`config.mk`:
```
export PLATFORM = sky130hd
export DESIGN_NAME = ir_remote_unit
export DESIGN_NICKNAME = d
export VERILOG_FILES = /design/src/ir_remote_pkg.sv /design/src/prescale_if.sv /design/src/prescale_taps.sv /design/src/carrier_gen.sv /design/src/ir_remote_unit.sv
export SDC_FILE = /design/constraint.sdc
export NUM_CORES = 1
export LEC_CHECK = 0
export BUFFER_PORTS_ARGS = -buffer_cell sky130_fd_sc_hd__buf_2
export CORE_MARGIN = 5
export CORE_UTILIZATION = 40
export CTS_CLUSTER_DIAMETER = 50
export CTS_CLUSTER_SIZE = 10
export DETAILED_ROUTE_END_ITERATION = 8
export GPL_TIMING_DRIVEN = 0
export HOLD_SLACK_MARGIN = 0.08
export SLEW_MARGIN = 30
export SYNTH_ARGS = -nofsm -noshare
export SYNTH_HDL_FRONTEND = slang
export SYNTH_SLANG_ARGS = --single-unit
```
`constraint.sdc`:
```
create_clock -name aclk -period 8.2 [get_ports aclk]
set_input_delay 1.23 -clock aclk [delete_from_list [all_inputs] [get_ports aclk]]
set_output_delay 1.23 -clock aclk [all_outputs]
set_load 0.01 [all_outputs]
```
`src/ir_remote_pkg.sv`:
```
// Constants shared by the infrared remote transmit/receive unit.
package ir_remote_pkg;
   // Register indexes; the byte address on the bus is four times each.
   localparam logic [15:0] CONFIG_IDX  = 16'h5340;
   localparam logic [15:0] PRESC_IDX   = 16'h5341;
   localparam logic [15:0] HIGH_IDX    = 16'h5342;
   localparam logic [15:0] LOW_IDX     = 16'h5343;
   localparam logic [15:0] STATUS_IDX  = 16'h5344;
   localparam logic [15:0] COUNT_IDX   = 16'h5345;
   localparam logic [15:0] MASK_IDX    = 16'h5346;
   localparam logic [15:0] FLAGS_IDX   = 16'h5347;
   localparam int          NUM_REGS    = 8;
   // Field positions.
   localparam int RUN_BIT   = 0;
   localparam int DIR_BIT   = 1;
   localparam int DATA_BIT  = 0;
   localparam int UNDER_BIT = 0;
   localparam int RISE_BIT  = 1;
   localparam int FALL_BIT  = 2;
   localparam int CAR_SEL_LSB = 4;
   localparam int CNT_SEL_LSB = 0;
   // Widths and counts.
   localparam int SEL_W      = 4;
   localparam int PRESCALE_W = 14;
   localparam int NUM_TAPS   = 15;
   localparam int LEN_W      = 6;
   localparam int CNT_W      = 8;
   localparam int REG_W      = 8;
   localparam logic [SEL_W-1:0] SEL_RESERVED = 4'hf;
   // Values after reset.
   localparam logic [1:0]       CONFIG_RST = 2'h0;
   localparam logic [REG_W-1:0] PRESC_RST  = 8'h00;
   localparam logic [LEN_W-1:0] LEN_RST    = 6'h00;
   localparam logic [CNT_W-1:0] COUNT_RST  = 8'h00;
   localparam logic [2:0]       MASK_RST   = 3'h0;
   localparam logic [2:0]       FLAGS_RST  = 3'h0;
   // Bus responses.
   localparam logic [1:0] RESP_OKAY   = 2'b00;
   localparam logic [1:0] RESP_DECERR = 2'b11;
endpackage

```
`src/prescale_if.sv`:
```
// Interface carrying the prescaler's tick taps.
`timescale 1ns/10ps
interface prescale_if #(
   parameter int TAPS = ir_remote_pkg::NUM_TAPS
);
   logic [TAPS-1:0] tick; // One-cycle enables, tap n every 2**n cycles.
   modport source (output tick);
   modport sink   (input tick);
endinterface // prescale_if

```
`src/prescale_taps.sv`:
```
// Free-running prescaler producing power-of-two tick enables.
`timescale 1ns/10ps
module prescale_taps #(
   parameter int W = ir_remote_pkg::PRESCALE_W
) (
   // Clock and reset.
   input wire logic   aclk,
   input wire logic   aresetn,
   // Run control.
   input wire logic   run,
   // Tick taps.
   prescale_if.source taps
);
   logic [W-1:0] div_reg; // Divider count, held at zero when idle.

   // Count only while running so each run starts in a known phase.
   always_ff @(posedge aclk) begin
      if (!aresetn || !run) begin
         div_reg <= '0;
      end else begin
         div_reg <= div_reg + 1'b1;
      end
   end

   // Tap n pulses when the low n bits are all ones.
   for (genvar i = 0; i <= W; i++) begin : g_tap
      if (i == 0) begin : g_zero
         assign taps.tick[i] = run;
      end else begin : g_div
         assign taps.tick[i] = run && (&div_reg[i-1:0]);
      end
   end
endmodule // prescale_taps

```
`src/carrier_gen.sv`:
```
// Carrier generator alternating programmable high and low phases.
`timescale 1ns/10ps
module carrier_gen (
   // Clock and reset.
   input  wire logic                           aclk,
   input  wire logic                           aresetn,
   // Control.
   input  wire logic                           run,
   input  wire logic [ir_remote_pkg::SEL_W-1:0] sel,
   input  wire logic [ir_remote_pkg::LEN_W-1:0] high_len,
   input  wire logic [ir_remote_pkg::LEN_W-1:0] low_len,
   // Prescaler taps.
   prescale_if.sink                            taps,
   // Carrier level.
   output logic                                carrier
);
   typedef enum logic {PHASE_HIGH, PHASE_LOW} phase_t;
   phase_t                            phase_reg; // Current phase.
   logic [ir_remote_pkg::LEN_W-1:0]   len_reg;   // Carrier clocks spent in phase.
   logic                              tick;      // Selected carrier clock.
   logic [ir_remote_pkg::LEN_W-1:0]   limit;     // Last count of the phase.

   // The reserved code yields no carrier clock at all.
   assign tick  = (sel != ir_remote_pkg::SEL_RESERVED) && taps.tick[sel];
   assign limit = (phase_reg == PHASE_HIGH) ? high_len : low_len;
   assign carrier = (phase_reg == PHASE_HIGH);

   // Each phase lasts its length plus one carrier clocks, high first.
   always_ff @(posedge aclk) begin
      if (!aresetn || !run) begin
         phase_reg <= PHASE_HIGH;
         len_reg   <= '0;
      end else if (tick) begin
         if (len_reg == limit) begin
            len_reg <= '0;
            unique case (phase_reg)
               PHASE_HIGH: phase_reg <= PHASE_LOW;
               PHASE_LOW:  phase_reg <= PHASE_HIGH;
            endcase
         end else begin
            len_reg <= len_reg + 1'b1;
         end
      end
   end
endmodule // carrier_gen

```
`src/ir_remote_unit.sv`:
```
// Infrared remote transmit/receive unit with an AXI4-Lite register bank.
//
// Our own choice: the AXI4-Lite slave port.
`timescale 1ns/10ps
// Contract
// - Direction bit one receives, zero transmits.
// - Run enable starts; clearing stops everything.
// - Carrier clock is divided by two**code.
// - Counter clock uses same divider, resets undivided.
// - High phase lasts length plus one.
// - Low phase lasts length plus one.
// - Transmit drives carrier gated by data bit.
// - Receive copies input level into data bit.
// - Counter write loads, then counts down.
// - Counter halts at zero, raises underflow.
// - Receive detects rising and falling edges.
// - Mask holds three independent enables.
// - Reserved bits written zero, read zero.
// - Eight 8-bit registers at consecutive indexes.
// - Flags set only when their enable is set.
// - One request line, high while any flag set.
module ir_remote_unit #(
   parameter int ADDR_W = 32
) (
   // Clock and reset.
   input  wire logic              aclk,
   input  wire logic              aresetn,
   // Write address channel.
   input  wire logic [ADDR_W-1:0] awaddr,
   input  wire logic [2:0]        awprot,
   input  wire logic              awvalid,
   output logic                   awready,
   // Write data channel.
   input  wire logic [31:0]       wdata,
   input  wire logic [3:0]        wstrb,
   input  wire logic              wvalid,
   output logic                   wready,
   // Write response channel.
   output logic [1:0]             bresp,
   output logic                   bvalid,
   input  wire logic              bready,
   // Read address channel.
   input  wire logic [ADDR_W-1:0] araddr,
   input  wire logic [2:0]        arprot,
   input  wire logic              arvalid,
   output logic                   arready,
   // Read data channel.
   output logic [31:0]            rdata,
   output logic [1:0]             rresp,
   output logic                   rvalid,
   input  wire logic              rready,
   // Infrared pins.
   input  wire logic              remote_input_pin,
   output logic                   modulated_output_pin,
   // Request line to the interrupt controller.
   output logic                   irq
);
   localparam int SW = ir_remote_pkg::SEL_W;
   localparam int CW = ir_remote_pkg::CNT_W;

   // Register contents.
   logic [1:0]                      cfg_reg;   // Direction and run bits.
   logic [ir_remote_pkg::REG_W-1:0] psc_reg;   // Both clock selects.
   logic [ir_remote_pkg::LEN_W-1:0] high_reg;  // High phase length.
   logic [ir_remote_pkg::LEN_W-1:0] low_reg;   // Low phase length.
   logic                            data_reg;  // Transmit or received bit.
   logic [CW-1:0]                   count_reg; // Length down counter.
   logic [2:0]                      mask_reg;  // Interrupt enables.
   logic [2:0]                      flag_reg;  // Sticky interrupt flags.

   // Bus holding registers.
   logic              aw_held;  // Write address captured.
   logic              w_held;   // Write data captured.
   logic [ADDR_W-1:0] wa_reg;   // Captured write address.
   logic [7:0]        wd_reg;   // Captured write data, low lane.
   logic              ws_reg;   // Low lane strobe.

   // Input synchroniser and edge history.
   logic in_meta;  // First stage, read only by the second.
   logic in_sync;  // Second stage.
   logic in_prev;  // Previous synchronised level.

   // Decoded controls.
   logic              run;       // Unit running.
   logic              rx_mode;   // Receive direction.
   logic              wr_fire;   // Register write happens this cycle.
   logic [2:0]        wr_slot;   // Written register slot.
   logic              wr_hit;    // Write address is mapped.
   logic [2:0]        rd_slot;   // Read register slot.
   logic              rd_hit;    // Read address is mapped.
   logic [ADDR_W-3:0] wr_off;    // Word offset from the first index.
   logic [ADDR_W-3:0] rd_off;    // Word offset from the first index.
   logic [7:0]        rd_byte;   // Read data before widening.
   logic              cnt_tick;  // Selected counter clock.
   logic              carrier;   // Carrier level.
   logic              underflow; // Counter reaching zero.
   logic              rise;      // Rising input edge.
   logic              fall;      // Falling input edge.
   logic [2:0]        events;    // Enabled events this cycle.
   logic [2:0]        clears;    // Flags cleared by software.

   prescale_if taps_if ();

   assign run     = cfg_reg[ir_remote_pkg::RUN_BIT];
   assign rx_mode = cfg_reg[ir_remote_pkg::DIR_BIT];

   // Registers sit at consecutive word indexes.
   assign wr_off  = wa_reg[ADDR_W-1:2] - (ADDR_W-2)'(ir_remote_pkg::CONFIG_IDX);
   assign rd_off  = araddr[ADDR_W-1:2] - (ADDR_W-2)'(ir_remote_pkg::CONFIG_IDX);
   assign wr_hit  = wr_off < (ADDR_W-2)'(ir_remote_pkg::NUM_REGS);
   assign rd_hit  = rd_off < (ADDR_W-2)'(ir_remote_pkg::NUM_REGS);
   assign wr_slot = wr_off[2:0];
   assign rd_slot = rd_off[2:0];
   assign wr_fire = aw_held && w_held && !bvalid;

   // Free-running prescaler stopped while idle.
   prescale_taps u_taps (
      .aclk    (aclk),
      .aresetn (aresetn),
      .run     (run),
      .taps    (taps_if.source)
   );

   // Carrier generator.
   carrier_gen u_carrier (
      .aclk     (aclk),
      .aresetn  (aresetn),
      .run      (run),
      .sel      (psc_reg[ir_remote_pkg::CAR_SEL_LSB +: SW]),
      .high_len (high_reg),
      .low_len  (low_reg),
      .taps     (taps_if.sink),
      .carrier  (carrier)
   );

   // Counter clock from the same divider; reserved code never ticks.
   always_comb begin
      if (psc_reg[ir_remote_pkg::CNT_SEL_LSB +: SW] == ir_remote_pkg::SEL_RESERVED) begin
         cnt_tick = 1'b0;
      end else begin
         cnt_tick = taps_if.tick[psc_reg[ir_remote_pkg::CNT_SEL_LSB +: SW]];
      end
   end

   // Write address channel: capture once, release on the response.
   always_ff @(posedge aclk) begin
      if (!aresetn) begin
         aw_held <= 1'b0;
         awready <= 1'b1;
         wa_reg  <= '0;
      end else if (awvalid && awready) begin
         aw_held <= 1'b1;
         awready <= 1'b0;
         wa_reg  <= awaddr;
      end else if (bvalid && bready) begin
         aw_held <= 1'b0;
         awready <= 1'b1;
      end
   end

   // Write data channel: captured independently of the address.
   always_ff @(posedge aclk) begin
      if (!aresetn) begin
         w_held <= 1'b0;
         wready <= 1'b1;
         wd_reg <= 8'h00;
         ws_reg <= 1'b0;
      end else if (wvalid && wready) begin
         w_held <= 1'b1;
         wready <= 1'b0;
         wd_reg <= wdata[7:0];
         ws_reg <= wstrb[0];
      end else if (bvalid && bready) begin
         w_held <= 1'b0;
         wready <= 1'b1;
      end
   end

   // Write response follows once both halves are held.
   always_ff @(posedge aclk) begin
      if (!aresetn) begin
         bvalid <= 1'b0;
         bresp  <= ir_remote_pkg::RESP_OKAY;
      end else if (wr_fire) begin
         bvalid <= 1'b1;
         bresp  <= wr_hit ? ir_remote_pkg::RESP_OKAY : ir_remote_pkg::RESP_DECERR;
      end else if (bready) begin
         bvalid <= 1'b0;
      end
   end

   // Read mux; reserved bits read as zero.
   always_comb begin
      unique case (rd_slot)
         3'h0: rd_byte = {6'h00, cfg_reg};
         3'h1: rd_byte = psc_reg;
         3'h2: rd_byte = {2'h0, high_reg};
         3'h3: rd_byte = {2'h0, low_reg};
         3'h4: rd_byte = {7'h00, data_reg};
         3'h5: rd_byte = count_reg;
         3'h6: rd_byte = {5'h00, mask_reg};
         3'h7: rd_byte = {5'h00, flag_reg};
      endcase
   end

   // Read channel answers one cycle after the address is taken.
   always_ff @(posedge aclk) begin
      if (!aresetn) begin
         arready <= 1'b1;
         rvalid  <= 1'b0;
         rdata   <= 32'h0000_0000;
         rresp   <= ir_remote_pkg::RESP_OKAY;
      end else if (arvalid && arready) begin
         arready <= 1'b0;
         rvalid  <= 1'b1;
         rdata   <= rd_hit ? {24'h00_0000, rd_byte} : 32'h0000_0000;
         rresp   <= rd_hit ? ir_remote_pkg::RESP_OKAY : ir_remote_pkg::RESP_DECERR;
      end else if (rvalid && rready) begin
         arready <= 1'b1;
         rvalid  <= 1'b0;
      end
   end

   // Configuration, clock select, carrier lengths and mask registers.
   always_ff @(posedge aclk) begin
      if (!aresetn) begin
         cfg_reg  <= ir_remote_pkg::CONFIG_RST;
         psc_reg  <= ir_remote_pkg::PRESC_RST;
         high_reg <= ir_remote_pkg::LEN_RST;
         low_reg  <= ir_remote_pkg::LEN_RST;
         mask_reg <= ir_remote_pkg::MASK_RST;
      end else if (wr_fire && wr_hit && ws_reg) begin
         unique case (wr_slot)
            3'h0: cfg_reg  <= wd_reg[1:0];
            3'h1: psc_reg  <= wd_reg;
            3'h2: high_reg <= wd_reg[5:0];
            3'h3: low_reg  <= wd_reg[5:0];
            3'h6: mask_reg <= wd_reg[2:0];
            default: begin
               // Other slots are handled by their own processes.
            end
         endcase
      end
   end

   // Two-flop synchroniser and edge history, reset to the input's idle high level.
   always_ff @(posedge aclk) begin
      if (!aresetn) begin
         in_meta <= 1'b1;
         in_sync <= 1'b1;
         in_prev <= 1'b1;
      end else begin
         in_meta <= remote_input_pin;
         in_sync <= in_meta;
         in_prev <= in_sync;
      end
   end

   // Edges count only while running in receive mode.
   assign rise = run && rx_mode && in_sync && !in_prev;
   assign fall = run && rx_mode && !in_sync && in_prev;

   // Data bit: mirrors the input in receive, holds software's bit otherwise.
   always_ff @(posedge aclk) begin
      if (!aresetn) begin
         data_reg <= 1'b0;
      end else if (run && rx_mode) begin
         data_reg <= in_sync;
      end else if (wr_fire && wr_hit && ws_reg && wr_slot == 3'h4) begin
         data_reg <= wd_reg[ir_remote_pkg::DATA_BIT];
      end
   end

   // Underflow when a running count steps from one to zero.
   assign underflow = run && cnt_tick && (count_reg == 8'h01) &&
                      !(wr_fire && wr_hit && ws_reg && wr_slot == 3'h5);

   // Length counter: a write loads it, ticks count it down to zero.
   always_ff @(posedge aclk) begin
      if (!aresetn) begin
         count_reg <= ir_remote_pkg::COUNT_RST;
      end else if (wr_fire && wr_hit && ws_reg && wr_slot == 3'h5) begin
         count_reg <= wd_reg;
      end else if (run && cnt_tick && count_reg != 8'h00) begin
         count_reg <= count_reg - 8'h01;
      end
   end

   // Events reach a flag only through its enable.
   assign events[ir_remote_pkg::UNDER_BIT] =
      underflow && mask_reg[ir_remote_pkg::UNDER_BIT];
   assign events[ir_remote_pkg::RISE_BIT] =
      rise && mask_reg[ir_remote_pkg::RISE_BIT];
   assign events[ir_remote_pkg::FALL_BIT] =
      fall && mask_reg[ir_remote_pkg::FALL_BIT];
   assign clears = (wr_fire && wr_hit && ws_reg && wr_slot == 3'h7) ?
                   wd_reg[2:0] : 3'h0;

   // Sticky flags; a new event wins over a clear in the same cycle.
   always_ff @(posedge aclk) begin
      if (!aresetn) begin
         flag_reg <= ir_remote_pkg::FLAGS_RST;
      end else begin
         flag_reg <= (flag_reg & ~clears) | events;
      end
   end

   // Single request line follows the flags one cycle later.
   always_ff @(posedge aclk) begin
      if (!aresetn) begin
         irq <= 1'b0;
      end else begin
         irq <= |flag_reg;
      end
   end

   // Modulated output: carrier gated by the data bit while transmitting.
   always_ff @(posedge aclk) begin
      if (!aresetn) begin
         modulated_output_pin <= 1'b0;
      end else begin
         modulated_output_pin <= run && !rx_mode && data_reg && carrier;
      end
   end
endmodule // ir_remote_unit

```
==> results_dict.tcl, run 1 <==
set metrics [dict create \
    outcome "completed" \
    fmax_ghz 0.303 \
    grt_pass1_vias 5103 \
    worst_pin_slew_ps 761 \
    ys_ff_latch 119 \
    drc 0 \
    critPathMaxStageDelay_ps 670 \
    dr_total_vias 5445 \
    maxCapViolations 0 \
    syn-cell-area_um2 6040 \
    power_mw 1.41 \
    io-pin-count 157 \
    finalNonFillerCells 1059 \
    setup_tns_ps 0 \
    critPathCaptureType "register" \
    globalplace.congestion 0.882 \
    synth.yosys.seq_area_share_pct 39.4 \
    path_clk_slew_ps 60 \
    yosysTopAreaCell "dfxtp_1" \
    p_per_area_nw_per_um2 192 \
    fp-row-count 45 \
    synth_commonest_cells "nand2_1 (139), dfxtp_1 (119), a21boi_0 (43)" \
    vias_per_cell 5.14 \
    hp-class "register to register" \
    rsz0062_at_grt "no" \
    n_fill_cell 1521 \
    syn-instance-count 727 \
    ys_top_cells_by_area "dfxtp_1 (39%), nand2_1 (8.6%), mux2i_1 (6.6%)" \
    ant_nets 0 \
    fp.coreArea_um2 15000 \
    htreeDepth 4 \
    fin_crit_ps 3300 \
    firstDrtPassIters 5 \
    grt_max_degree 17 \
    portBuffers 92 \
    slowest_stage "nor4b_2" \
    p_comb_share_pct 7.9 \
    crit_arrival_ps 3650 \
    finalSetupViolCount 0 \
    p_seq_share_pct 43.2 \
    post-route-period-util_pct 40.3 \
    die_h_um 133 \
    clock-root-buffer "clkbuf_16" \
    grt_pass1_wl_mm 25.7 \
    cp.buffers_inverters 0 \
    cts_buffers 17 \
    synthFlopType "dfxtp_1" \
    nets 982 \
    synth_most_common_cell "nand2_1" \
    ys_warn_count 0 \
    clock_latency_ps 420 \
    placedCellCount 1030 \
    p_int_mw 1.08 \
    crit_type "register to register" \
    relSlewSlack_pct 49.1 \
    wirelength_mm 15.9 \
    start_util_pct 40.3 \
    clockPowerShare_pct 48.8 \
    drive_gt1_share_pct 18.7 \
    whs_ps 430 \
    drtIter0Drc 381 \
    fin_area_um2 7370 \
    clockBufferDepth 2 \
    cts-resized-gates 0 \
    post-cts-setup-buffer-count 0 \
    cts_hold_buffers 0 \
    yosysTopAreaCellShare_pct 39.4 \
    slew_viol_final 0 \
    ys_async_sr_fraction_pct 0 \
    swShare_pct 23.8 \
    die-area_um2 17700 \
    synth_edf_count 0 \
    wl_per_cell_um 15.0 \
    area_growth_pct 22.0 \
    synthDistinctLibCells 65 \
    antenna_found_initial 0 \
    die_w_um 133 \
    ir_drop_uv 134 \
    leakage_nw 2.99 \
    grt.total_usage_pct 18.0 \
    place_area_um2 6820 \
    cp.required_ps 8540 \
    cp-start-kind "register" \
    switchingPower_mw 0.336 \
    place_hpwl_mm 12.2 \
    largest_register_ffs 30 \
    worstPathCellList "ha_1 > nand3_1 > nor2_1 > ha_1 > nand2_1 > o311ai_0 > a31oi_1 > nor4b_2 > nand2_1 > mux2_2 > o22ai_1" \
    path_delay_family "simple AND/OR/NAND/NOR gates" \
    cts_tree "built" \
    skew_ps 12.0 \
    cts.sinks 119 \
    crit_fanout 8 \
    grt_overflow_total 0 \
    avgSynthCellArea_um2 8.31 \
    n_antenna_cell 0 \
    hold_viol_final 0 \
]
## worst register-to-register path, stage by stage, from the launching register on
cell and delay [ps]:
dfxtp_1 420, ha_1 250, nand3_1 280, nor2_1 240
ha_1 190, nand2_1 70, o311ai_0 350, a31oi_1 90
nor4b_2 670, nand2_1 220, mux2_2 320, o22ai_1 110
## placed cells by master, fill, tap and decap left out, drive strengths merged, types with 9 or more instances in the layout
master and count:
nand2 139, buf 123, dfxtp 119, clkbuf 54, a21boi 43, nor2 43
mux2i 40, o21ai 32, a21oi 26, conb 24, nand3 22, nor2b 21
nand4 13, xnor2 13, inv 12, nor4 12, xor2 11, and3 10
nor3 10, nand2b 9
## metrics by stage
stage	setup WS, ps	util, %
CTS	4860	49.2
floorplan	5600	-
finish	4900	49.2
detailed placement	4880	45.5
global route	4620	49.2
global placement	4820	45.5
## logic make-up after synthesis
logic type | Yosys count | synth area share, %
AOI/OAI and AO/OA | 148 | 16.9
xor gates and xnor gates | 24 | 3.48
adders and majority gates | 7 | 1.45
buffers and inverters | 76 | 6.42
DFF | 119 | 39.4
muxes | 45 | 7.56
other | 1 | 0.0621
and+or+nand+nor | 307 | 24.7
## metal layers
metal | vias up | global-route usage [%] | part of all wire [%]
met5 | - | 0 | 0
met4 | 0 | 5.72 | 1.3
met3 | 18 | 4.94 | 7.1
met2 | 180 | 27.1 | 42
met1 | 2481 | 25.0 | 49
li1 | 2766 | - | -
## power groups by stage
stage                     Sequential [mW]  Combinational, mW  Clock [mW]
after global routing                0.612              0.125       0.728
after detailed placement            0.622              0.112           0
after CTS                           0.610              0.113       0.699
final                               0.610              0.112       0.689
after global placement              0.622              0.111           0
after floorplan                     0.618             0.0712           0
## final timing paths
check                               start                        end  slack (ps)  depth (start not counted)
max          u_taps.div_reg[0]$_SDFF_PP0_  count_reg[1]$_SDFFE_PN0P_        4900                         11
min                    in_meta$_SDFF_PN1_         in_sync$_SDFF_PN1_         430                          1
max reg2reg  u_taps.div_reg[0]$_SDFF_PP0_  count_reg[1]$_SDFFE_PN0P_        4900                         11
min reg2reg            in_meta$_SDFF_PN1_         in_sync$_SDFF_PN1_         430                          1
## layout make-up
cell class	instances	area (µm²)	share of cell area [%]
Buffer	64	343	4.65
Clock buffer	21	470	6.38
Clock inverter	8	76.3	1.04
Inverter	12	45.0	0.611
Multi-Input combinational cell	555	3360	45.5
Sequential cell	119	2380	32.3
Tap cell	188	235	3.19
Timing Repair Buffer	92	460	6.25
Note: power is estimated with default switching activity, not from simulation.
==> inputs of run 2 (changes only) <==
--- a/config.mk
+++ b/config.mk
@@ -13,6 +13,7 @@
 export DETAILED_ROUTE_END_ITERATION = 8
 export GPL_TIMING_DRIVEN = 0
 export HOLD_SLACK_MARGIN = 0.08
+export PLACE_DENSITY = 0.66
 export SLEW_MARGIN = 30
 export SYNTH_ARGS = -nofsm -noshare
 export SYNTH_HDL_FRONTEND = slang
==> constraint.sdc (replaced) <==
create_clock -name aclk -period 2.71 [get_ports aclk]
set_input_delay 0.4065 -clock aclk [delete_from_list [all_inputs] [get_ports aclk]]
set_output_delay 0.4065 -clock aclk [all_outputs]
set_load 0.01 [all_outputs]
==> run 2 against run 1 <==
Effect of this change: total power increased to 3.0 times the previous value; critical path type unchanged; wire length decreased by 0.87%; core utilization grew 0.69 points; final cell count grew 0.38%; first-iteration DRC count down 28%; sequential share of layout area decreased by 0.38 points; sequential cell count is the same; maximum frequency rose by 30%; design area is 1.4% higher; die area unchanged.
==> results_dict.tcl, run 2 (synthesis results as in run 1) <==
set metrics [dict create \
    cts_tree "built" \
    globalplace.congestion 0.901 \
    hp-class "primary input to register" \
    ir_drop_uv 462 \
    die_w_um 133 \
    r2r_slack_ps 160 \
    cp.buffers_inverters 1 \
    drive_gt1_share_pct 20.1 \
    outcome "completed" \
    fp.coreArea_um2 15000 \
    nets 984 \
    crit_fanout 8 \
    grt_pass1_wl_mm 25.5 \
    final_common_cell "nand2_1" \
    hold_viol_final 0 \
    area_growth_pct 23.7 \
    fmax_ghz 0.393 \
    crit_type "register to register" \
    grt_overflow_total 0 \
    start_util_pct 40.3 \
    drc 0 \
    maxCapViolations 0 \
    leakage_nw 3.01 \
    fin_area_um2 7470 \
    finalSetupViolCount 0 \
    worstPathCellList "nor4_1 > nand4_1 > a2111oi_4 > nand3_2 > or3b_1 > buf_4 > mux2i_1" \
    clock_latency_ps 420 \
    place_area_um2 6820 \
    vias_per_cell 5.12 \
    final_cell_mix "nand2_1 (139), dfxtp_1 (117), buf_2 (93)" \
    portBuffers 92 \
    critPathMaxStageDelay_ps 490 \
    power_mw 4.30 \
    die_h_um 133 \
    critPathCaptureType "register" \
    placedCellCount 1030 \
    cp-start-kind "register" \
    grt_pass1_vias 5106 \
    p_per_area_nw_per_um2 576 \
    slowest_stage "nor4_1" \
    skew_ps 8.29 \
    cts.sinks 119 \
    firstDrtPassIters 5 \
    path_delay_family "simple AND/OR/NAND/NOR gates" \
    setup_tns_ps 0 \
    clock-root-buffer "clkbuf_16" \
    rsz0062_at_grt "no" \
    ant_nets 0 \
    grt_max_degree 17 \
    die-area_um2 17700 \
    fin_crit_ps 2550 \
    clockBufferDepth 2 \
    path_clk_slew_ps 60 \
    largest_register_ffs 30 \
    io-pin-count 157 \
    htreeDepth 4 \
    drtIter0Drc 274 \
    crit_arrival_ps 2830 \
    place_hpwl_mm 11.9 \
    post-route-period-util_pct 93.9 \
    wirelength_mm 15.8 \
    slew_viol_final 0 \
    cp.required_ps 3000 \
    wl_per_cell_um 14.9 \
    relSlewSlack_pct 57.7 \
    dr_total_vias 5446 \
    cts_buffers 17 \
    finalNonFillerCells 1063 \
    antenna_found_initial 1 \
    grt.total_usage_pct 17.8 \
    fp-row-count 45 \
    worst_pin_slew_ps 619 \
    n_antenna_cell 0 \
]
-- run 2: stage by stage --
step	hold WS [ps]	setup WS, ps	util, %
2_1_floorplan	386	107	-
3_3_place_gp	397	-669	45.5
3_5_place_dp	395	-637	45.5
4_1_cts	170	2.53	49.5
5_1_grt	165	6.66	49.9
6_report	179	164	49.9
-- run 2: final timing paths --
| kind | startpoint | to | cells after the start |
|---|---|---|---|
| max | wa_reg[30]$_SDFFE_PN0P_ | psc_reg[1]$_SDFFE_PN0P_ | 7 |
| min | remote_input_pin | in_meta$_SDFF_PN1_ | 2 |
| max reg2reg | wa_reg[30]$_SDFFE_PN0P_ | psc_reg[1]$_SDFFE_PN0P_ | 7 |
| min reg2reg | in_meta$_SDFF_PN1_ | in_sync$_SDFF_PN1_ | 1 |
-- run 2: worst reg2reg max path, cell delays in order, from the launching register on --
cell	delay (ps)
dfxtp_1	310
nor4_1	490
nand4_1	230
a2111oi_4	480
nand3_2	160
or3b_1	410
buf_4	200
mux2i_1	130
-- run 2: per-layer routing --
| layer | track usage, % | up-vias | wire (µm) |
|---|---|---|---|
| li1 | - | 2774 | - |
| met1 | 24.0 | 2506 | 7480 |
| met2 | 27.2 | 147 | 7120 |
| met3 | 4.75 | 17 | 913 |
| met4 | 6.47 | 2 | 275 |
| met5 | 0 | - | 7 |
-- run 2: cell type report --
type	instances	area [µm²]
Multi-Input combinational cell	555	3420
Sequential cell	119	2390
Fill cell	1478	7510
Timing Repair Buffer	95	487
Buffer	63	340
Tap cell	188	235
Clock buffer	20	457
Clock inverter	11	103
Inverter	12	45.0
-- run 2: what timing repair did --
action	CTS	global route
resized for setup	6	11
pin swaps	1	4
hold buffers	0	0
setup buffers	1	2
setup endpoints to repair	15	24
-- run 2: power by group --
part,switching [mW],internal [mW]
sequential,0.0482,1.80
clock,0.817,1.30
combinational,0.192,0.146
total,1.06,3.24
==> inputs of run 3 (changes only) <==
--- a/config.mk
+++ b/config.mk
@@ -6,15 +6,18 @@
 export NUM_CORES = 1
 export LEC_CHECK = 0
 export BUFFER_PORTS_ARGS = -buffer_cell sky130_fd_sc_hd__buf_2
+export CELL_PAD_IN_SITES_DETAIL_PLACEMENT = 0
+export CELL_PAD_IN_SITES_GLOBAL_PLACEMENT = 1
 export CORE_MARGIN = 5
-export CORE_UTILIZATION = 40
+export CORE_UTILIZATION = 36
 export CTS_CLUSTER_DIAMETER = 50
 export CTS_CLUSTER_SIZE = 10
 export DETAILED_ROUTE_END_ITERATION = 8
 export GPL_TIMING_DRIVEN = 0
 export HOLD_SLACK_MARGIN = 0.08
-export PLACE_DENSITY = 0.66
+export PLACE_DENSITY_LB_ADDON = 0.1
 export SLEW_MARGIN = 30
 export SYNTH_ARGS = -nofsm -noshare
 export SYNTH_HDL_FRONTEND = slang
+export SYNTH_HIERARCHICAL = 1
 export SYNTH_SLANG_ARGS = --single-unit
==> run 3 against run 2 <==
Effect of this change: the run now ends with negative setup slack left; clock skew is 1.3 ps lower; die area grew 14%; core utilization shrank 3.0 points; maximum frequency decreased by 8.3%; hold slack got worse by 8.9 ps; sequential cell count unchanged; highest routed layer is now met4.
==> results_dict.tcl, run 3 <==
set metrics [dict create \
    drc 0 \
    synth_commonest_cells "dfxtp_1 (119), nand2_1 (117), a21boi_0 (49)" \
    worst_pin_slew_ps 945 \
    yosysTopAreaCellShare_pct 38.0 \
    synth-simple-area-share_pct 25.3 \
    wirelength_mm 17.2 \
    place_hpwl_mm 13.1 \
    grt_pass1_vias 5462 \
    synthFlopType "dfxtp_1" \
    ir_drop_uv 476 \
    grt_pass1_wl_mm 27.7 \
    grt_overflow_total 0 \
    clock_latency_ps 420 \
    htreeDepth 4 \
    path_delay_family "simple AND/OR/NAND/NOR gates" \
    slew_viol_final 0 \
    critPathLaunch "u_taps/div_reg[0]$_SDFF_PP0_" \
    post-place-ws_ps -668 \
    leakage_nw 3.13 \
    synth_fa_ha_area_share_pct 1.40 \
    maxCapViolations 0 \
    relSlewSlack_pct 36.9 \
    yosysTopAreaCell "dfxtp_1" \
    cts_buffers 17 \
    die-area_um2 20100 \
    synthDistinctLibCells 62 \
    r2r-start "u_taps/div_reg[0]$_SDFF_PP0_" \
    final_common_cell "nand2_1" \
    firstDrtPassIters 6 \
    synth_most_common_cell "dfxtp_1" \
    outcome "finished with violations" \
    worstPathCellList "ha_4 > nand3_4 > nor4_4 > and3_1 > nand2b_1 > mux4_2 > mux2i_4 > nand4_1 > or2_4 > xor2_1 > a21oi_1" \
    drive_gt1_share_pct 25.5 \
    cts_tree "built" \
    crit_arrival_ps 3130 \
    synthMuxAreaShare_pct 11.3 \
    ys_top_cells_by_area "dfxtp_1 (38%), mux2i_1 (7.0%), nand2_1 (7.0%)" \
    grt_max_degree 17 \
    ys_async_sr_fraction_pct 0 \
    synth-compound-area-share_pct 15.9 \
    crit_fanout 4 \
    fin_crit_ps 2780 \
    final_cell_mix "nand2_1 (117), dfxtp_1 (114), buf_2 (94)" \
    placedCellCount 1055 \
    syn-cell-area_um2 6260 \
    critPathMaxStageDelay_ps 490 \
    start_util_pct 36.5 \
    synth.yosys.seq_area_share_pct 38.0 \
    wl_per_cell_um 15.5 \
    portBuffers 93 \
    crit_type "register to register" \
    nets 992 \
    n_antenna_cell 0 \
    clock-root-buffer "clkbuf_16" \
    synth_top_family_by_area "simple AND/OR/NAND/NOR gates" \
    cp.required_ps 3060 \
    hold_viol_final 0 \
    violations "negative setup slack" \
    critPathCaptureType "register" \
    vias_per_cell 4.94 \
    antenna_found_initial 0 \
    synth_xor_area_share_pct 1.96 \
    slowest_stage "mux4_2" \
    rsz0062_at_grt "yes" \
    grt.total_usage_pct 17.2 \
    die_w_um 142 \
    dr_total_vias 5476 \
    ant_nets 0 \
    cp.buffers_inverters 0 \
    synth_edf_count 0 \
    post-route-period-util_pct 102 \
    ys_warn_count 6 \
    ys_ff_latch 119 \
    fmax_ghz 0.360 \
    largest_register_ffs 30 \
    fp-row-count 48 \
    p_per_area_nw_per_um2 571 \
    cts_hold_buffers 0 \
    skew_ps 7.01 \
    syn-instance-count 714 \
    place_area_um2 7110 \
    hp-start "remote_input_pin" \
    finalSetupViolCount 3 \
    fin_ws_ps -66.0 \
    drtIter0Drc 229 \
    hp-class "primary input to register" \
    clockBufferDepth 2 \
    fp.coreArea_um2 17200 \
    io-pin-count 157 \
    fin_area_um2 8050 \
    path_clk_slew_ps 60 \
    globalplace.congestion 0.801 \
    cts.sinks 119 \
    finalNonFillerCells 1109 \
    whs_ps 170 \
    die_h_um 142 \
    area_growth_pct 28.5 \
    avgSynthCellArea_um2 8.77 \
    cp-start-kind "register" \
]
-- run 3: cell count changes in the layout (fill, tap and decap cells not counted), moves of 5 or more --
cell      delta
a21boi_0     +6
xor2_1       -7
o21ai_0     -10
nand4_1      -7
nand2_1     -22
nor2_1      -12
mux4_2       +8
and2_1       +5
buf_4       +19
-- run 3: cells by family (layout without fill, tap and decap cells) --
kind of cell | Yosys count | count (layout)
simple gates | 299 | 299
compound gates | 144 | 144
flops | 119 | 119
xor+xnor | 14 | 14
fa+ha+maj | 7 | 7
buf+inv | 72 | 219
other cells | 1 | 24
mux | 58 | 58
-- run 3: per-stage QoR --
stage | total power [mW] | util, % | setup TNS (ps)
after CTS | 4.63 | 46.0 | -149
final | 4.60 | 46.8 | -111
after floorplan | 2.09 | - | 0
after global placement | 2.23 | 41.4 | -4970
after detailed placement | 2.24 | 41.4 | -5290
after global routing | 4.78 | 46.8 | -1360
-- run 3: layout make-up --
cell class                      instances  area (µm²)
Buffer                                 58         329
Clock buffer                           19         443
Clock inverter                         13         179
Fill cell                            1745        9130
Inverter                               14        52.6
Multi-Input combinational cell        546        3720
Sequential cell                       119        2400
Tap cell                              225         282
Timing Repair Buffer                  115         643
-- run 3: worst paths after layout --
kind                                     to  slack, ps  cells after the start
setup / recovery  count_reg[3]$_SDFFE_PN0P_        -70                     11
setup reg to reg  count_reg[3]$_SDFFE_PN0P_        -70                     11
hold / removal           in_meta$_SDFF_PN1_        170                      2
hold reg to reg          in_sync$_SDFF_PN1_        430                      1
-- run 3: metal layers --
| metal | track usage (%) | share of wire [%] | up-vias |
|---|---|---|---|
| li1 | - | - | 2808 |
| met1 | 22.3 | 46 | 2549 |
| met2 | 28.7 | 49 | 102 |
| met3 | 3.37 | 4.0 | 17 |
| met4 | 5.86 | 1.5 | 0 |
| met5 | 0 | 0 | - |
-- run 3: power breakdown --
part | internal (mW) | switching (mW)
logic | 0.167 | 0.206
registers | 1.80 | 0.0484
clock network | 1.55 | 0.825
total | 3.52 | 1.08
-- run 3: timing repair --
item	in CTS	in global routing
gates cloned	0	0
pin swaps	10	14
hold endpoints to repair	0	0
buffers inserted	9	13
setup endpoints to repair	30	23
gates resized for setup	23	16
